**config.mk**
```make
export PLATFORM = sky130hd
export DESIGN_NAME = digitizer_ctrl
export DESIGN_NICKNAME = d
export VERILOG_FILES = /design/src/digitizer_pkg.sv /design/src/hires_filter.sv /design/src/digitizer_ctrl.sv
export VERILOG_INCLUDE_DIRS = /design/src
export SDC_FILE = /design/constraint.sdc
export NUM_CORES = 1
export LEC_CHECK = 0
export BUFFER_PORTS_ARGS = -buffer_cell sky130_fd_sc_hd__buf_2
export CAP_MARGIN = 0
export CORE_MARGIN = 4
export CORE_UTILIZATION = 33
export CTS_BUF_LIST = sky130_fd_sc_hd__clkbuf_8
export CTS_CLUSTER_SIZE = 20
export DETAILED_ROUTE_END_ITERATION = 6
export SLEW_MARGIN = 10
export SYNTH_ARGS = -nofsm -noshare
export SYNTH_HDL_FRONTEND = slang
export SYNTH_SLANG_ARGS = --single-unit
```
**constraint.sdc**
```tcl
create_clock -name clock -period 9.5 [get_ports clock]
set_input_delay 0.475 -clock clock [delete_from_list [all_inputs] [get_ports clock]]
set_output_delay 0.475 -clock clock [all_outputs]
set_load 0.02 [all_outputs]
```
**src/digitizer_defs.svh**
```systemverilog
// register offsets, field positions, reset values and timing counts
`ifndef DIGITIZER_DEFS_SVH
`define DIGITIZER_DEFS_SVH

`define REG_CTRL          8'h00
`define REG_DIVISOR       8'h04
`define REG_PHASE_MULT    8'h08
`define REG_HIRES_RATE    8'h0C
`define REG_STATUS        8'h10
`define REG_RESULT_INFO   8'h14

`define CTRL_HIRES_BIT    0
`define CTRL_PHASE_BIT    1
`define CTRL_CAL_BIT      4
`define CTRL_RESTORE_BIT  5

`define STAT_OVERLOAD_BIT 0
`define STAT_TEMP_BIT     1
`define STAT_CAL_BUSY_BIT 2
`define STAT_CAL_FAIL_BIT 3

`define DIVISOR_RESET     32'h0000_0000
`define PHASE_MULT_MIN    4'h2
`define PHASE_MULT_MAX    4'hA
`define HIRES_RATE_RESET  4'h0
`define HIRES_RATE_LAST   4'h9

`define BASE_RATE_MSPS    100
`define SAMPLE_BITS       8
`define RESULT_BITS       21
`define ACC_BITS          22
`define TEMP_LIMIT_C      8'sd5
`define RANGE_LAST        3'h6

`define CLOCK_MHZ         10
`define SETTLE_TIME_US    1000
`define SETTLE_CYCLES     (`SETTLE_TIME_US * `CLOCK_MHZ)

`endif

```
**src/digitizer_pkg.sv**
```systemverilog
// types shared by the digitizer mode and rate control
`default_nettype none
package digitizer_pkg;

  typedef enum logic [2:0] {
    CAL_IDLE     = 3'b000,
    CAL_RECENTER = 3'b001,
    CAL_SETTLE   = 3'b010,
    CAL_GAIN     = 3'b011,
    CAL_LINEAR   = 3'b100,
    CAL_TIMING   = 3'b101
  } cal_state_t;

  typedef enum logic [1:0] {
    OP_GAIN_OFFSET = 2'b00,
    OP_LINEARITY   = 2'b01,
    OP_TIMING      = 2'b10
  } cal_op_t;

endpackage : digitizer_pkg
`default_nettype wire

```
**src/hires_filter.sv**
```systemverilog
// lowpass and resampler for the high-resolution acquisition mode
`include "digitizer_defs.svh"
`default_nettype none
module hires_filter
  import digitizer_pkg::*;
(
  input  wire logic                     clock,
  input  wire logic                     rst_n,
  input  wire logic                     enable,
  input  wire logic [`SAMPLE_BITS-1:0]  sample,
  input  wire logic [3:0]               rate_sel,
  output logic                          out_valid,
  output logic [`RESULT_BITS-1:0]       out_data
);

  // samples summed per output word at each selectable rate
  function automatic logic [13:0] ratio_of(input logic [3:0] sel);
    unique case (sel)
      4'h0: ratio_of = 14'd8;
      4'h1: ratio_of = 14'd20;
      4'h2: ratio_of = 14'd40;
      4'h3: ratio_of = 14'd100;
      4'h4: ratio_of = 14'd200;
      4'h5: ratio_of = 14'd500;
      4'h6: ratio_of = 14'd1000;
      4'h7: ratio_of = 14'd2000;
      4'h8: ratio_of = 14'd5000;
      default: ratio_of = 14'd10000;
    endcase
  endfunction : ratio_of

  // whole result bits kept at each rate, low bits are noise
  function automatic logic [4:0] bits_of(input logic [3:0] sel);
    unique case (sel)
      4'h0: bits_of = 5'd11;
      4'h1: bits_of = 5'd14;
      4'h2: bits_of = 5'd15;
      4'h3: bits_of = 5'd17;
      4'h4: bits_of = 5'd18;
      4'h5: bits_of = 5'd18;
      4'h6: bits_of = 5'd19;
      4'h7: bits_of = 5'd19;
      4'h8: bits_of = 5'd20;
      default: bits_of = 5'd21;
    endcase
  endfunction : bits_of

  logic [`ACC_BITS-1:0]    acc_q;
  logic [13:0]             count_q;
  logic [`RESULT_BITS-1:0] mask;

  assign mask = ~(`RESULT_BITS'h1FFFFF >> bits_of(rate_sel));

  // boxcar accumulate, dump one wide word per ratio samples
  always_ff @(posedge clock or negedge rst_n) begin
    if (!rst_n) begin
      acc_q     <= '0;
      count_q   <= '0;
      out_valid <= 1'b0;
      out_data  <= '0;
    end else if (!enable) begin
      acc_q     <= '0;
      count_q   <= '0;
      out_valid <= 1'b0;
    end else if (count_q == ratio_of(rate_sel) - 14'd1) begin
      acc_q     <= '0;
      count_q   <= '0;
      out_valid <= 1'b1;
      out_data  <= (acc_q[`ACC_BITS-1:1] + `RESULT_BITS'(sample >> 1))
                   & mask;
    end else begin
      acc_q     <= acc_q + `ACC_BITS'(sample);
      count_q   <= count_q + 14'd1;
      out_valid <= 1'b0;
    end
  end

endmodule : hires_filter
`default_nettype wire

```
**src/digitizer_ctrl.sv**
```systemverilog
// acquisition mode, rate, error and calibration control behind axi4-lite
`include "digitizer_defs.svh"
`default_nettype none
// Behaviour
// RULE_01: direct mode stores eight-bit samples, 100 MS/s base
// RULE_02: converter runs always; only a fraction stored
// RULE_03: direct rate is base divided by n
// RULE_04: phase sampling multiplies rate by 2 to 10
// RULE_05: phase sampling, repetitive signals only, max 1 GS/s
// RULE_06: fastest high-resolution rate gives 11-bit results
// RULE_07: slowest high-resolution rate gives 21-bit results
// RULE_08: high resolution filters then resamples to wider words
// RULE_09: converter overrange in high resolution raises error
// RULE_10: software then picks larger range or attenuates
// RULE_11: temperature beyond 5 degrees raises warning
// RULE_12: software command starts internal calibration
// RULE_13: recentre heater, settle, gain, linearity, timing steps
// RULE_14: restore reloads factory settings after failed calibration
// RULE_15: error flags stay set until software clears
module digitizer_ctrl
  import digitizer_pkg::*;
#(
  parameter int unsigned SETTLE_CYCLES = `SETTLE_CYCLES
) (
  input  wire logic                    clock,
  input  wire logic                    rst_n,
  input  wire logic [7:0]              s_axi_awaddr,
  input  wire logic                    s_axi_awvalid,
  output logic                         s_axi_awready,
  input  wire logic [31:0]             s_axi_wdata,
  input  wire logic [3:0]              s_axi_wstrb,
  input  wire logic                    s_axi_wvalid,
  output logic                         s_axi_wready,
  output logic [1:0]                   s_axi_bresp,
  output logic                         s_axi_bvalid,
  input  wire logic                    s_axi_bready,
  input  wire logic [7:0]              s_axi_araddr,
  input  wire logic                    s_axi_arvalid,
  output logic                         s_axi_arready,
  output logic [31:0]                  s_axi_rdata,
  output logic [1:0]                   s_axi_rresp,
  output logic                         s_axi_rvalid,
  input  wire logic                    s_axi_rready,
  input  wire logic [`SAMPLE_BITS-1:0] adc_data,
  input  wire logic                    adc_overrange,
  input  wire logic [7:0]              temp_offset_c,
  input  wire logic                    heater_stable,
  input  wire logic                    cal_step_done,
  input  wire logic                    cal_step_fail,
  input  wire logic                    repeat_start,
  output logic                         store_valid,
  output logic [`RESULT_BITS-1:0]      store_data,
  output logic [3:0]                   store_phase,
  output logic                         heater_recenter,
  output logic                         cal_step_go,
  output logic [1:0]                   cal_op,
  output logic [2:0]                   cal_range,
  output logic                         restore_factory
);

  // pin synchronisers: first stage is read only by the second
  logic [`SAMPLE_BITS-1:0] adc_s1_q, adc_s2_q;
  logic [7:0]              temp_s1_q, temp_s2_q;
  logic [4:0]              pin_s1_q, pin_s2_q;
  always_ff @(posedge clock or negedge rst_n) begin
    if (!rst_n) begin
      adc_s1_q  <= '0;
      adc_s2_q  <= '0;
      temp_s1_q <= '0;
      temp_s2_q <= '0;
      pin_s1_q  <= '0;
      pin_s2_q  <= '0;
    end else begin
      adc_s1_q  <= adc_data;
      adc_s2_q  <= adc_s1_q;
      temp_s1_q <= temp_offset_c;
      temp_s2_q <= temp_s1_q;
      pin_s1_q  <= {repeat_start, cal_step_fail, cal_step_done,
                    heater_stable, adc_overrange};
      pin_s2_q  <= pin_s1_q;
    end
  end
  logic overrange, stable, step_done, step_fail, rep_start;
  assign {rep_start, step_fail, step_done, stable, overrange} =
    pin_s2_q;

  // control registers written by software
  logic        hires_q, phase_q;
  logic [31:0] divisor_q;                // holds n minus one
  logic [3:0]  mult_q, rate_q;
  logic        overload_q, temp_warn_q, cal_fail_q;
  cal_state_t  cal_q;
  logic        wr_fire, aw_held_q, w_held_q;
  logic [7:0]  waddr_q;
  logic [31:0] wdata_q;
  logic [3:0]  wstrb_q;

  // write channel: address and data taken in either order
  assign wr_fire = aw_held_q && w_held_q && !s_axi_bvalid;
  always_ff @(posedge clock or negedge rst_n) begin
    if (!rst_n) begin
      aw_held_q     <= 1'b0;
      w_held_q      <= 1'b0;
      s_axi_awready <= 1'b1;
      s_axi_wready  <= 1'b1;
      s_axi_bvalid  <= 1'b0;
      s_axi_bresp   <= 2'b00;
      waddr_q       <= '0;
      wdata_q       <= '0;
      wstrb_q       <= '0;
    end else begin
      if (s_axi_awvalid && s_axi_awready) begin
        aw_held_q     <= 1'b1;
        s_axi_awready <= 1'b0;
        waddr_q       <= s_axi_awaddr;
      end
      if (s_axi_wvalid && s_axi_wready) begin
        w_held_q     <= 1'b1;
        s_axi_wready <= 1'b0;
        wdata_q      <= s_axi_wdata;
        wstrb_q      <= s_axi_wstrb;
      end
      if (wr_fire) begin
        s_axi_bvalid <= 1'b1;
        s_axi_bresp  <= (waddr_q[7:2] <= `REG_RESULT_INFO >> 2)
                        ? 2'b00 : 2'b10;
      end
      if (s_axi_bvalid && s_axi_bready) begin
        s_axi_bvalid  <= 1'b0;
        aw_held_q     <= 1'b0;
        w_held_q      <= 1'b0;
        s_axi_awready <= 1'b1;
        s_axi_wready  <= 1'b1;
      end
    end
  end

  // byte-lane merge of a write into an old word
  function automatic logic [31:0] merge(input logic [31:0] old,
                                       input logic [31:0] nw,
                                       input logic [3:0]  be);
    for (int i = 0; i < 4; i++) begin
      merge[i*8 +: 8] = be[i] ? nw[i*8 +: 8] : old[i*8 +: 8];
    end
  endfunction : merge

  logic wr_ctrl, wr_status, cal_cmd, restore_cmd, cal_idle;
  logic [31:0] ctrl_new;
  assign wr_ctrl   = wr_fire && waddr_q == `REG_CTRL;
  assign wr_status = wr_fire && waddr_q == `REG_STATUS && wstrb_q[0];
  assign ctrl_new  = merge({30'h0, phase_q, hires_q}, wdata_q, wstrb_q);
  assign cal_idle  = cal_q == CAL_IDLE;
  assign cal_cmd   = wr_ctrl && wstrb_q[0] && wdata_q[`CTRL_CAL_BIT];
  assign restore_cmd = wr_ctrl && wstrb_q[0] &&
                       wdata_q[`CTRL_RESTORE_BIT] && cal_idle;

  // mode, divisor, multiplier and rate selection
  always_ff @(posedge clock or negedge rst_n) begin
    if (!rst_n) begin
      hires_q   <= 1'b0;
      phase_q   <= 1'b0;
      divisor_q <= `DIVISOR_RESET;
      mult_q    <= `PHASE_MULT_MIN;
      rate_q    <= `HIRES_RATE_RESET;
    end else if (wr_fire) begin
      if (waddr_q == `REG_CTRL) begin
        hires_q <= ctrl_new[`CTRL_HIRES_BIT];
        phase_q <= ctrl_new[`CTRL_PHASE_BIT];
      end
      if (waddr_q == `REG_DIVISOR) begin
        divisor_q <= merge(divisor_q, wdata_q, wstrb_q);   // RULE_03
      end
      // clamp keeps the multiplier in 2..10, so never above 1 GS/s
      if (waddr_q == `REG_PHASE_MULT && wstrb_q[0]) begin
        mult_q <= (wdata_q[3:0] < `PHASE_MULT_MIN) ? `PHASE_MULT_MIN :
                  (wdata_q[3:0] > `PHASE_MULT_MAX) ? `PHASE_MULT_MAX :
                  wdata_q[3:0];                               // RULE_04
      end
      if (waddr_q == `REG_HIRES_RATE && wstrb_q[0]) begin
        rate_q <= (wdata_q[3:0] > `HIRES_RATE_LAST) ? `HIRES_RATE_LAST
                  : wdata_q[3:0];                      // RULE_06 RULE_07
      end
    end
  end

  // sticky error flags; a new event wins over a clear
  logic temp_out;
  assign temp_out = ($signed(temp_s2_q) > `TEMP_LIMIT_C) ||
                    ($signed(temp_s2_q) < -`TEMP_LIMIT_C);
  always_ff @(posedge clock or negedge rst_n) begin
    if (!rst_n) begin
      overload_q  <= 1'b0;
      temp_warn_q <= 1'b0;
    end else begin
      if (hires_q && overrange) begin
        overload_q <= 1'b1;                                // RULE_09
      end else if (wr_status && wdata_q[`STAT_OVERLOAD_BIT]) begin
        overload_q <= 1'b0;                                // RULE_15
      end
      if (temp_out) begin
        temp_warn_q <= 1'b1;                               // RULE_11
      end else if (wr_status && wdata_q[`STAT_TEMP_BIT]) begin
        temp_warn_q <= 1'b0;                               // RULE_15
      end
    end
  end

  // direct mode: converter never stops, decimator picks one in n
  logic [31:0] dec_cnt_q;
  logic        dec_hit;
  assign dec_hit = dec_cnt_q >= divisor_q;  // no stall if n shrinks
  always_ff @(posedge clock or negedge rst_n) begin
    if (!rst_n) begin
      dec_cnt_q <= '0;
    end else if (hires_q || phase_q || dec_hit) begin
      dec_cnt_q <= '0;                                     // RULE_02
    end else begin
      dec_cnt_q <= dec_cnt_q + 32'd1;                      // RULE_03
    end
  end

  // phase slot advances per repetition of the repetitive waveform
  always_ff @(posedge clock or negedge rst_n) begin
    if (!rst_n) begin
      store_phase <= '0;
    end else if (!phase_q || hires_q) begin
      store_phase <= '0;
    end else if (rep_start || store_phase >= mult_q) begin
      store_phase <= (store_phase >= mult_q - 4'd1) ? 4'd0
                     : store_phase + 4'd1;                 // RULE_05
    end
  end

  logic                    hr_valid;
  logic [`RESULT_BITS-1:0] hr_data;
  hires_filter u_filter (
    .clock     (clock),
    .rst_n     (rst_n),
    .enable    (hires_q),
    .sample    (adc_s2_q),
    .rate_sel  (rate_q),
    .out_valid (hr_valid),
    .out_data  (hr_data)
  );                                                       // RULE_08

  // store stream: eight-bit samples or wide filtered words
  always_ff @(posedge clock or negedge rst_n) begin
    if (!rst_n) begin
      store_valid <= 1'b0;
      store_data  <= '0;
    end else if (hires_q) begin
      store_valid <= hr_valid;
      store_data  <= hr_data;
    end else begin
      store_valid <= phase_q || dec_hit;                   // RULE_01
      store_data  <= `RESULT_BITS'(adc_s2_q);
    end
  end

  // calibration sequencer, one step per range then linearity, timing
  logic [$clog2(SETTLE_CYCLES+1)-1:0] settle_q;
  always_ff @(posedge clock or negedge rst_n) begin
    if (!rst_n) begin
      cal_q           <= CAL_IDLE;
      settle_q        <= '0;
      heater_recenter <= 1'b0;
      cal_step_go     <= 1'b0;
      cal_op          <= OP_GAIN_OFFSET;
      cal_range       <= '0;
      cal_fail_q      <= 1'b0;
      restore_factory <= 1'b0;
    end else begin
      heater_recenter <= 1'b0;
      cal_step_go     <= 1'b0;
      restore_factory <= restore_cmd;                      // RULE_14
      unique case (cal_q)
        CAL_IDLE: begin
          if (cal_cmd) begin
            cal_q      <= CAL_RECENTER;                    // RULE_12
            cal_fail_q <= 1'b0;
          end
        end
        CAL_RECENTER: begin
          heater_recenter <= 1'b1;                         // RULE_13
          settle_q        <= '0;
          cal_q           <= CAL_SETTLE;
        end
        CAL_SETTLE: begin
          // settle time is a floor; the heater must also report stable
          if (settle_q != SETTLE_CYCLES) begin
            settle_q <= settle_q + 1'b1;
          end else if (stable) begin
            cal_q       <= CAL_GAIN;
            cal_op      <= OP_GAIN_OFFSET;
            cal_range   <= '0;
            cal_step_go <= 1'b1;
          end
        end
        CAL_GAIN, CAL_LINEAR, CAL_TIMING: begin
          if (step_done || step_fail) begin
            cal_fail_q <= cal_fail_q | step_fail;
            if (cal_q == CAL_GAIN && cal_range != `RANGE_LAST) begin
              cal_range   <= cal_range + 3'd1;             // RULE_13
              cal_step_go <= 1'b1;
            end else if (cal_q == CAL_GAIN) begin
              cal_q       <= CAL_LINEAR;
              cal_op      <= OP_LINEARITY;
              cal_step_go <= 1'b1;
            end else if (cal_q == CAL_LINEAR) begin
              cal_q       <= CAL_TIMING;
              cal_op      <= OP_TIMING;
              cal_step_go <= 1'b1;
            end else begin
              cal_q <= CAL_IDLE;
            end
          end
        end
      endcase
    end
  end

  // read channel: one word per request, answer one cycle later
  function automatic logic [31:0] read_word(input logic [7:0] a);
    unique case (a)
      `REG_CTRL:        read_word = {30'h0, phase_q, hires_q};
      `REG_DIVISOR:     read_word = divisor_q;
      `REG_PHASE_MULT:  read_word = {28'h0, mult_q};
      `REG_HIRES_RATE:  read_word = {28'h0, rate_q};
      `REG_STATUS:      read_word = {28'h0, cal_fail_q, !cal_idle,
                                     temp_warn_q, overload_q};
      `REG_RESULT_INFO: read_word = {24'h0, store_phase, rate_q};
      default:          read_word = 32'h0000_0000;
    endcase
  endfunction : read_word

  always_ff @(posedge clock or negedge rst_n) begin
    if (!rst_n) begin
      s_axi_arready <= 1'b1;
      s_axi_rvalid  <= 1'b0;
      s_axi_rdata   <= '0;
      s_axi_rresp   <= 2'b00;
    end else if (s_axi_arvalid && s_axi_arready) begin
      s_axi_arready <= 1'b0;
      s_axi_rvalid  <= 1'b1;
      s_axi_rdata   <= read_word(s_axi_araddr);
      s_axi_rresp   <= (s_axi_araddr[7:2] <= `REG_RESULT_INFO >> 2)
                       ? 2'b00 : 2'b10;
    end else if (s_axi_rvalid && s_axi_rready) begin
      s_axi_rvalid  <= 1'b0;
      s_axi_arready <= 1'b1;
    end
  end

  property p_direct_every_sample;
    @(posedge clock) disable iff (!rst_n)
    (!hires_q && !phase_q && divisor_q == 32'h0)[*2] |=> store_valid;
  endproperty
  a_direct_every_sample: assert property (p_direct_every_sample)  // RULE_03
    else $error("direct mode with n=1 skipped a sample");

  property p_decimate_gap;
    @(posedge clock) disable iff (!rst_n)
    (!hires_q && !phase_q && divisor_q == 32'h1 && store_valid &&
     $stable(divisor_q)) ##0 (!hires_q && !phase_q)[*2] |-> !store_valid;
  endproperty
  a_decimate_gap: assert property (p_decimate_gap)                 // RULE_02
    else $error("divide by two stored adjacent samples");

  property p_mult_range;
    @(posedge clock) disable iff (!rst_n)
    mult_q >= `PHASE_MULT_MIN && mult_q <= `PHASE_MULT_MAX;
  endproperty
  a_mult_range: assert property (p_mult_range)                     // RULE_04
    else $error("phase multiplier out of range");

  property p_phase_slot;
    @(posedge clock) disable iff (!rst_n)
    store_phase < mult_q || $changed(mult_q);
  endproperty
  a_phase_slot: assert property (p_phase_slot)                     // RULE_05
    else $error("phase slot beyond multiplier");

  property p_overload_set;
    @(posedge clock) disable iff (!rst_n)
    hires_q && overrange |=> overload_q ##1 (overload_q || $past(wr_status));
  endproperty
  a_overload_set: assert property (p_overload_set)                 // RULE_09
    else $error("overrange did not set overload");

  property p_flags_sticky;
    @(posedge clock) disable iff (!rst_n)
    temp_warn_q && !wr_status |=> temp_warn_q;
  endproperty
  a_flags_sticky: assert property (p_flags_sticky)                 // RULE_15
    else $error("temperature flag dropped without clear");

  property p_temp_warn;
    @(posedge clock) disable iff (!rst_n)
    ($signed(temp_s2_q) > 8'sd5) || ($signed(temp_s2_q) < -8'sd5)
      |=> temp_warn_q;
  endproperty
  a_temp_warn: assert property (p_temp_warn)                       // RULE_11
    else $error("temperature excursion not flagged");

  property p_cal_start;
    @(posedge clock) disable iff (!rst_n)
    cal_idle && cal_cmd |-> ##2 heater_recenter ##1 cal_q == CAL_SETTLE;
  endproperty
  a_cal_start: assert property (p_cal_start)                       // RULE_12
    else $error("calibration did not recentre heater");

  property p_restore_idle;
    @(posedge clock) disable iff (!rst_n)
    restore_factory |-> $past(cal_idle);
  endproperty
  a_restore_idle: assert property (p_restore_idle)                 // RULE_14
    else $error("restore issued during calibration");

endmodule : digitizer_ctrl
`default_nettype wire

```
---- After elaboration in Yosys (flattened, before gate mapping) ----
Memory sizes are Yosys's and may differ from the RTL's.
Index checks and enable logic that the tools add are counted.
Widths: inputs -> output; s select.
operators by class
  shift-type cells ........................ 1
  add/subtract/negate cells ............... 9
  bitwise operators ....................... 3
  reduce and logical (&&, ||, !) cells .... 57
  muxes and demuxes ....................... 70
  equal/unequal tests ..................... 25
  order comparisons ....................... 10
operator list
  kind                   number
  $pmux 32 s6            1
  $mux 14                4
  $mux 22                2
  $mux 3                 11
  $add 32x1->32 const B  1
  $eq 8x4->1 const B     4
  $ge 32x32->1           1
  $mux 32                1
  $mux 1                 30
  $add 14x1->14 const B  2
  $pmux 14 s2            1
  $eq 8x5->1 const B     3
  $mux 4                 6
  $add 22x8->22          1
  $add 21x7->21          1
  $and 21x21->21         1
  $mux 21                1
  $not 21->21            1
  $shr 21x5->21 const A  1
  $logic_and 1x1->1      20
  $reduce_bool 2->1      10
  $reduce_and 3->1       6
  $eq 8x3->1 const B     2
  $logic_not 8->1        2
  other kinds (30)       62
word-level totals
  output and inout bits ................... 75
  ROM bits ................................ 256
  register bits ........................... 315
  memories ................................ 2
  logic and storage cells ................. 222
memories
  name              words  width  rd ports  clocked after memory_dff  write ports  RTL line            text
  (name not given)  16     11     1         0                         0            hires_filter.sv:18  unique case (sel)
  (name not given)  16     5      1         0                         0            hires_filter.sv:34  unique case (sel)

---- Depth between registers and ports, before layout ----
Gate-level depths: netlist (run 1).
  depth in word-level cells ............... 7
  mapped depth ............................ 14

---- By module ----
A second synthesis (run 1) with hierarchy kept.
unflattened totals
  cells, all modules ...................... 1325
  area, all modules ....................... 14811.7 um^2
modules (own cells, without submodules)
  module          times used  seq. area each (um^2)  area each (um^2)  cells an instance
  digitizer_ctrl  1           6386.1                 11003.1           921
  hires_filter    1           1451.4                 3808.7            404

---- Worst setup path after synthesis (run 1) ----
No wires, ideal clock.
  path type ............................... register to register
  start point ............................. register rate_q[1]
  end point ............................... register u_filter.out_data[1]
  clock period less this slack ............ 3.462 ns
  path buffers ............................ 2
  arrival ................................. 3.337 ns
  setup slack ............................. 6.038 ns
  cell stages (with the launch flop) ...... 14
  cells stage by stage .................... dfrtp_1 -> clkbuf_2 -> inv_1 -> ha_1 -> mux2i_1 -> or2_2 -> ha_1 -> xnor2_1 -> nor4b_1 -> nand4_1 -> or4_4 -> nor3b_4 -> buf_6 -> mux2_2
on the way
  word-level cells in the longest chain between the ends .. 5
  elaborated cells on any way between the ends .. 9
  those cells by class .................... 1 x add/sub; 1 x eq/ne; 1 x shift; 1 x mux; 2 x bitwise; 1 x reduce/logical; 2 x memory
ends and longest elaborated chain
  element                     RTL line               text
  from (decl)                 digitizer_ctrl.sv:90   logic [3:0] mult_q, rate_q;
  from (signal assigned)      digitizer_ctrl.sv:164  rate_q <= `HIRES_RATE_RESET;
  from (signal assigned)      digitizer_ctrl.sv:180  rate_q <= (wdata_q[3:0] > `HIRES_RATE_LAST) ? `HIRES_RATE_LAST
  $mem_v2 16x11               n/a
  $mux 14                     hires_filter.sv:61     end else if (!enable) begin
  $sub 14x1->14               hires_filter.sv:65     end else if (count_q == ratio_of(rate_sel) - 14'd1) begin
  $eq 14x14->1                hires_filter.sv:65
  $reduce_and 2->1 (no line)  n/a
  to (signal assigned)        hires_filter.sv:69     out_data <= (acc_q[`ACC_BITS-1:1] + `RESULT_BITS'(sample >> 1))
  to (decl)                   hires_filter.sv:13     output logic [`RESULT_BITS-1:0] out_data
Several ways; a longest one is shown, not always the timed one. The select of a mux whose other input is x is not followed.
A chain may end at the register's enable or synchronous reset.

---- Final worst setup path (run 1) ----
  start point ............................. register rate_q[3]
  end point ............................... register u_filter.out_data[3]
Same word-level chain as after synthesis.

==> results of run 1 <==
metrics by stage:
stage / setup WS [ns] / cells / util, %
after floorplan: 6.04 / 1331 / -
after global placement: 5.16 / 2032 / 36.4
after detailed placement: 5.12 / 2032 / 36.4
after CTS: 5.14 / 2163 / 40.0
after global routing: 4.78 / 2165 / 40.0
final: 5.13 / 2165 / 40.0
how the worst max path moves through the flow:
stage / start / endpoint / cells past startpoint
2_1_floorplan: rate_q[1] / u_filter.out_data[1] / 13
3_3_place_gp: rate_q[3] / u_filter.out_data[16] / 10
3_5_place_dp: rate_q[3] / u_filter.out_data[9] / 10
4_1_cts: rate_q[3] / u_filter.out_data[0] / 10
5_1_grt: rate_q[3] / u_filter.out_data[0] / 10
6_report: rate_q[3] / u_filter.out_data[3] / 10
per-layer routing:
metal / part of all wire, % / up-vias / wire length, um / GRT usage [%]
met3: 5.5 / 87 / 1890 / 4.11
met2: 46 / 201 / 15800 / 22.7
li1: - / 5010 / - / -
met1: 45 / 5149 / 15300 / 18.6
met5: 0.26 / - / 89 / 0
met4: 2.8 / 12 / 943 / 4.91
area by class of cell:
cell class | instances | area (um^2) | share of cell area (%)
sequential | 313 | 7840 | 44.4
multi-input combinational | 898 | 6400 | 36.3
timing repair buffer | 193 | 1160 | 6.59
clock buffer | 74 | 1020 | 5.77
tap | 592 | 741 | 4.20
inverter | 70 | 263 | 1.49
clock inverter | 23 | 224 | 1.27
antenna | 2 | 5.00 | 0.0283
placed cells by master (no fill, tap or decap), types with 5 or more instances in the layout:
master	count
o211ai_1	6
or2_2	5
dlygate4sd3_1	34
mux2_2	106
nand3_1	41
mux2i_1	11
buf_2	151
nor4_1	5
nand4_1	24
o21ai_0	52
buf_4	7
nand2b_1	15
xnor2_1	48
clkbuf_8	74
nor3_1	18
nor2b_1	10
clkinv_2	9
a21o_1	22
a22o_1	29
inv_1	77
dfrtp_1	309
and2_1	18
nand2_1	74
a21oi_1	53
ha_1	63
nor2_1	143
and3_1	21
or3_1	6
xor2_1	52
state kept, by name, indices dropped and copies added, names as in the netlist, 3 cells and up:
signal             flops
settle_q              14
store_data            21
rate_q                 4
temp_s1_q              8
store_phase            4
u_filter.out_data     21
pin_s1_q               5
s_axi_rdata           32
cal_range              3
mult_q                 4
divisor_q             32
wstrb_q                4
cal_q                  3
u_filter.acc_q        22
waddr_q                8
adc_s2_q               8
wdata_q               32
dec_cnt_q             32
pin_s2_q               5
temp_s2_q              8
u_filter.count_q      14
adc_s1_q               8
worst register-to-register path, cell delays in order (launching register included):
cell	delay, ns
dfrtp_1	0.95
nor2_1	0.36
nand2_1	0.15
o211ai_1	0.10
ha_1	0.31
xnor2_1	0.13
nor4b_1	0.32
nand4_1	0.14
or4_4	0.54
nor3b_4	0.86
mux2_2	0.43
cell usage after synthesis (24+ instances only):
| library cell | number |
|---|---|
| xnor2_1 | 48 |
| xor2_1 | 52 |
| dfrtp_1 | 309 |
| clkbuf_1 | 35 |
| a22o_1 | 29 |
| nand4_1 | 24 |
| a21oi_1 | 53 |
| nand3_1 | 41 |
| nand2_1 | 75 |
| o21ai_0 | 52 |
| mux2_2 | 106 |
| ha_1 | 63 |
| nor2_1 | 144 |
| inv_1 | 70 |
cell families (layout without fill, tap and decap cells):
family                     after synthesis  in the layout  share of synthesized area [%]
buffers and inverters                  120            360                           3.42
and+or+nand+nor                        399            399                           13.1
AOI/OAI and AO/OA                      212            212                           9.55
adders and majority gates               65             65                           5.63
muxes                                  120            120                           9.08
other                                    1              4                         0.0255
DFF                                    313            313                           53.2
xor gates and xnor gates               100            100                           5.95
power groups by stage:
stage | combinational, mW | clock [mW] | sequential [mW]
finish | 0.719 | 1.37 | 1.67
global route | 0.818 | 1.49 | 1.69
CTS | 0.741 | 1.43 | 1.67
detailed placement | 0.728 | 0 | 1.69
global placement | 0.709 | 0 | 1.68
floorplan | 0.491 | 0 | 1.66
timing repair:
action                     CTS  global route
setup endpoints to repair    0             0
hold buffers                34             0
hold endpoints to repair   144             0
==> results.md, run 1 <==
- Switching pwr: approximately 1.1 mW
- Static Leak: ~8.3 nW
- Startpoint types: flip-flop
- Clock buffer depth: 3
- Pre-Repair DR Iteration Count: 5
- Crit. End Element: flip-flop
- Top post-synthesis cells by area: dfrtp_1, mux2_2, ha_1
- Pwr dens: 213 mW/mm^2
- Cells after Synth: 1,330
- Die Wd: roughly 220 um
- Hold EP: wstrb_q[0]
- Vias/cell: 4.83
- Synth top area share: 52.5%
- CTS root buf: clkbuf_8
- DR WL/cell: 15.7 um
- Setup TNS: 0 ns
- Worst clock skew: 0.0422 ns
- Die Ht: 219 um
- Slew @ Worst Pin: roughly 1.2 ns
- Peak supply drop: 0.159 mV
- R2r startpoint: rate_q[3]
- Floorplan core area: roughly 0.044 mm^2
- Final Slew Violations: 0
- Worst reg-to-reg path cell count: 10
- #FFs+latches synth: 313
- CP top delay family: simple AND/OR/NAND/NOR gates
- Worst hold path depth: 2
- Crit-path max FO: 36
- WP buf/inv: 0
- GR Overflow Total: 0
- Design Area, Final: 0.0177 mm^2
- Placer Congestion: roughly 0.83
- Hold Vio Cnt, Final: 0
- Max Cap Violations: 0
- Slew HR: 17.7%
- Post-synthesis async set-or-reset flop share: 100%
- Routed Wire Length: 34,000 um
- Critical Path Slowest Stage Cell: dfrtp_1
- Full die area: 0.0481 mm^2
- Worst r2r dst: u_filter.out_data[3]
- Pin count of the biggest net entering global routing: 115
- Main synth FF type: dfrtp_1
- Crit-path cells: nor2_1 -> nand2_1 -> o211ai_1 -> ha_1 -> xnor2_1 -> nor4b_1 -> nand4_1 -> or4_4 -> nor3b_4 -> mux2_2
- Io pins: approximately 160
- Crit-path max cell delay: 0.95 ns
- Post-CTS Setup Bufs: 0
- Vias in the first global route: 10,730
- Layout area overhead: 19.9%
- Starting Density: 33.4%
- Antenna violations before repair: 8
- Total power: 3.76 mW
- Min-delay src: s_axi_wstrb[0]
- Final hold slack: about 0.073 ns
- Total CTS buffers: 53
- Yosys top cell by area: dfrtp_1
- Area of the mapped netlist: 0.0147 mm^2
- FMAX: 0.229 GHz
- CTS tree: yes
- Port Buffers: 152
- Arrival time at the worst endpoint: approximately 5 ns
- Rows: 77
- Via count: approximately 10,000
- Flop-to-flop setup slack: 5.13 ns
- DP Area: approximately 0.016 mm^2
- Residual DRC: 0
- Unrepaired setup endpoints after global routing: false
- Fin crit share: between 40% and 50%
- Hold crit path type: in2reg
- Filler cells: 4,338
- Global Route Usage Sum: between 10% and 20%
- Yosys Warn Count: 0
- Net Sw Frac: 30.4%
- DPL Wire Length: 23,800 um
- Unique masters post-synth: 69
- Clock Sinks: 313
- CP Class: reg2reg
- Register area share after synthesis: 53.2%
- Post-synthesis area per instance: 11.1 um^2
- CTS resizes: 0
- Power Internal: between 2 and 3 mW
- Min cycle time layout: 4.37 ns
- Layout cell share with drive strength beyond 1: 23.7%
- DRT iter0 DRCs: 518
- Worst Path Required: 10.02 ns
- Clock power frac: between 30 and 40%
- Number of synthesized flops with an enable pin: 0
- Skew-Pair Late Insertion Delay: 0.64 ns
- Layout Nets: ~1,700
- Setup Viol. Count Final: 0
- H-tree depth: 2
- Sequential Power Share: 44.3%
- Comb power frac: 19.1%
- Reg clk slew, reported paths: 0.06 ns
- Antenna Nets Post-Route: 0
- Outcome: completed
- First-pass GRT wire length: ~56,000 um
(Power assumes the default switching activity.)
==> run 2: changes to the inputs <==
clock period = 3.95 ns   (was 9.5 ns; I/O delays follow)
==> run 2 against run 1 <==
- hold slack got worse by 0.018 ns
- highest routed layer unchanged
- critical path depth is 1 higher
- fmax increased by 19%
- clock power grew 110%
- total power up 130%
- sequential power increased by 140%
- sequential cell count unchanged
- largest power group unchanged
- register-to-register slack got worse by 4.8 ns
==> results.md, run 2 (synthesis gave the netlist of run 1 again) <==
- Outcome: completed (unchanged)
- Commonest non-fill, non-tap cell in the layout: dfrtp_1 (unchanged)
- Hold Vio Cnt, Final: 0 (unchanged)
- Residual DRC: 0 (unchanged)
- CP Class: reg2reg (unchanged)
- Io pins: 155 (unchanged)
- Starting Density: 33.4% (unchanged)
- Reg clk slew, reported paths: 0.06 ns (about the same)
- Pwr dens: 486 mW/mm^2 (was 213 mW/mm^2)
- Fin crit share: 92.8% (was 46.0%)
- Setup Viol. Count Final: 0 (unchanged)
- Layout area overhead: 22.5% (was 19.9%)
- FMAX: 0.273 GHz (was 0.229 GHz)
- Final Slew Violations: 0 (unchanged)
- Grt met3 use: 2.99% (was 4.11%)
- H-tree depth: 2 (unchanged)
- Floorplan core area: 0.0441 mm^2 (unchanged)
- Antenna Nets Post-Route: 0 (unchanged)
- Most crowded layer after global routing: met2 (unchanged)
- Hold crit path type: in2reg (unchanged)
- Pin count of the biggest net entering global routing: 132 (was 115)
- Min cycle time layout: 3.67 ns (was 4.37 ns)
- Vias in the first global route: 10,819 (was 10,730)
- Slew HR: 27.2% (was 17.7%)
- Flop-to-flop setup slack: 0.28 ns (was 5.13 ns)
- Grt met2 use: 22.8% (was 22.7%)
- CTS tree: yes (unchanged)
- Layout Nets: 1,730 (was 1,674)
- Slew @ Worst Pin: 1.09 ns (was 1.22 ns)
- Setup TNS: 0 ns (unchanged)
- Multi-input logic area: 0.00639 mm^2 (was 0.00640 mm^2)
- CTS resizes: 0 (unchanged)
- R2r startpoint: rate_q[0] (was rate_q[3])
- Arrival time at the worst endpoint: 4.16 ns (was 4.88 ns)
- Sequential Power Share: 45.7% (was 44.3%)
- Power Internal: 6.03 mW (was 2.62 mW)
- Full die area: 0.0481 mm^2 (unchanged)
- Die Wd: 219 um (unchanged)
- Total power: 8.77 mW (was 3.76 mW)
- Total CTS buffers: 54 (was 53)
- GR Overflow Total: 0 (unchanged)
- Routed Wire Length: 34,400 um (was 34,000 um)
- Skew-Pair Late Insertion Delay: 0.63 ns (was 0.64 ns)
- Vias/cell: 4.78 (was 4.83)
- Worst hold path depth: 4 (was 2)
- CTS root buf: clkbuf_8 (unchanged)
- Most used cell, CP: ha_1
- Post-CTS Setup Bufs: 0 (unchanged)
- Met1 usage: 19.2% (was 18.6%)
- Max Cap Violations: 0 (unchanged)
- Fin util: 40.9% (was 40.0%)
- First-pass GRT wire length: 56,200 um (was 55,600 um)
- Worst clock skew: 0.0322 ns (was 0.0422 ns)
- Unrepaired setup endpoints after global routing: false (unchanged)
- Comb power frac: 21.0% (was 19.1%)
- Layout cell share with drive strength beyond 1: 22.5% (was 23.7%)
- Startpoint types: flip-flop (unchanged)
- DR WL/cell: 15.5 um (was 15.7 um)
- Crit. End Element: flip-flop (unchanged)
- Antenna violations before repair: 4 (was 8)
- Placer Congestion: 0.824 (was 0.833)
- DRT iter0 DRCs: 542 (was 518)
- Worst r2r dst: u_filter.out_data[11] (was u_filter.out_data[3])
- Clock buffer depth: 3 (unchanged)
- Worst Path Required: 4.44 ns (was 10.02 ns)
- Worst reg-to-reg path cell count: 11 (was 10)
- Rows: 77 (unchanged)
- Peak supply drop: 0.367 mV (was 0.159 mV)
- Clock power frac: 33.3% (was 36.5%)
- Final hold slack: 0.0551 ns (was 0.0733 ns)
- Pre-Repair DR Iteration Count: 5 (unchanged)
- DPL Wire Length: 23,600 um (was 23,800 um)
- Die Ht: 219 um (unchanged)
- Critical Path Slowest Stage Cell: or4_4 (was dfrtp_1)
- Crit-path cells: ha_1 -> mux2i_1 -> or2_2 -> ha_1 -> xnor2_1 -> nor4b_1 -> nand4_1 -> or4_4 -> nor3b_4 -> buf_4 -> mux2_2 (was nor2_1 -> nand2_1 -> o211ai_1 -> ha_1 -> xnor2_1 -> nor4b_1 -> nand4_1 -> or4_4 -> nor3b_4 -> mux2_2)
- Crit-path max FO: 22 (was 36)
- Min-delay src: s_axi_araddr[1] (was s_axi_wstrb[0])
- Crit-path max cell delay: 0.53 ns (was 0.95 ns)
- Net Sw Frac: 31.3% (was 30.4%)
- Global Route Usage Sum: 14.4% (was 14.2%)
- Clock Sinks: 313 (unchanged)
- Cts hold-fix bufs: 79 (was 34)
- Filler cells: 4,283 (was 4,338)
- Most frequent cells in the layout: dfrtp_1, buf_2, nor2_1 (unchanged)
- Register Area: 0.00784 mm^2 (unchanged)
- Static Leak: 8.55 nW (was 8.33 nW)
- Switching pwr: 2.74 mW (was 1.14 mW)
- Hold EP: s_axi_rdata[7] (was wstrb_q[0])
- Via count: 10,612 (was 10,459)
- Port Buffers: 152 (unchanged)
[run 2: metrics by stage]
stage | setup slack [ns] | instance area [um^2] | std cells
finish | 0.284 | 18000 | 2221
global route | 0.0856 | 18000 | 2220
CTS | 0.263 | 18000 | 2218
detailed placement | 0.307 | 16200 | 2042
global placement | 0.338 | 16200 | 2042
floorplan | 0.488 | 14700 | 1331
[run 2: layer usage]
layer  share of wire (%)  wire (um)
met4                 3.0       1040
met2                  46      15900
met3                 4.4       1500
met5               0.061         21
met1                  46      15900
[run 2: area by class of cell]
| cell class | count | area share (%) |
|---|---|---|
| Multi-Input combinational cell | 898 | 35.5 |
| Clock buffer | 67 | 5.11 |
| Inverter | 70 | 1.46 |
| Clock inverter | 30 | 0.874 |
| Sequential cell | 313 | 43.5 |
| Antenna cell | 3 | 0.0416 |
| Tap cell | 592 | 4.11 |
| Timing Repair Buffer | 248 | 9.50 |
[run 2: critical path: cells and delay by family, from the launching register on]
family                   cells  cell delay (ns)
adder cells (fa/ha/maj)      2             0.65
buffers and inverters        1             0.31
AND/OR/NAND/NOR              5             1.47
multiplexers                 2             0.48
XOR/XNOR                     1             0.13
flip-flops                   1             0.50
[run 2: how the worst max path moves through the flow]
stage	from	endpoint	cells past startpoint
6_report	rate_q[0]	u_filter.out_data[11]	11
5_1_grt	rate_q[0]	u_filter.out_data[16]	11
4_1_cts	rate_q[0]	u_filter.out_data[11]	11
3_5_place_dp	rate_q[0]	u_filter.out_data[11]	11
3_3_place_gp	rate_q[0]	u_filter.out_data[19]	11
2_1_floorplan	rate_q[1]	u_filter.out_data[1]	13
[run 2: power groups by stage]
stage,sequential [mW],combinational [mW],clock (mW)
CTS,4.01,1.87,3.04
floorplan,3.99,1.18,0
detailed placement,4.06,1.79,0
global placement,4.04,1.75,0
finish,4.01,1.84,2.92
global route,4.07,2.06,3.19
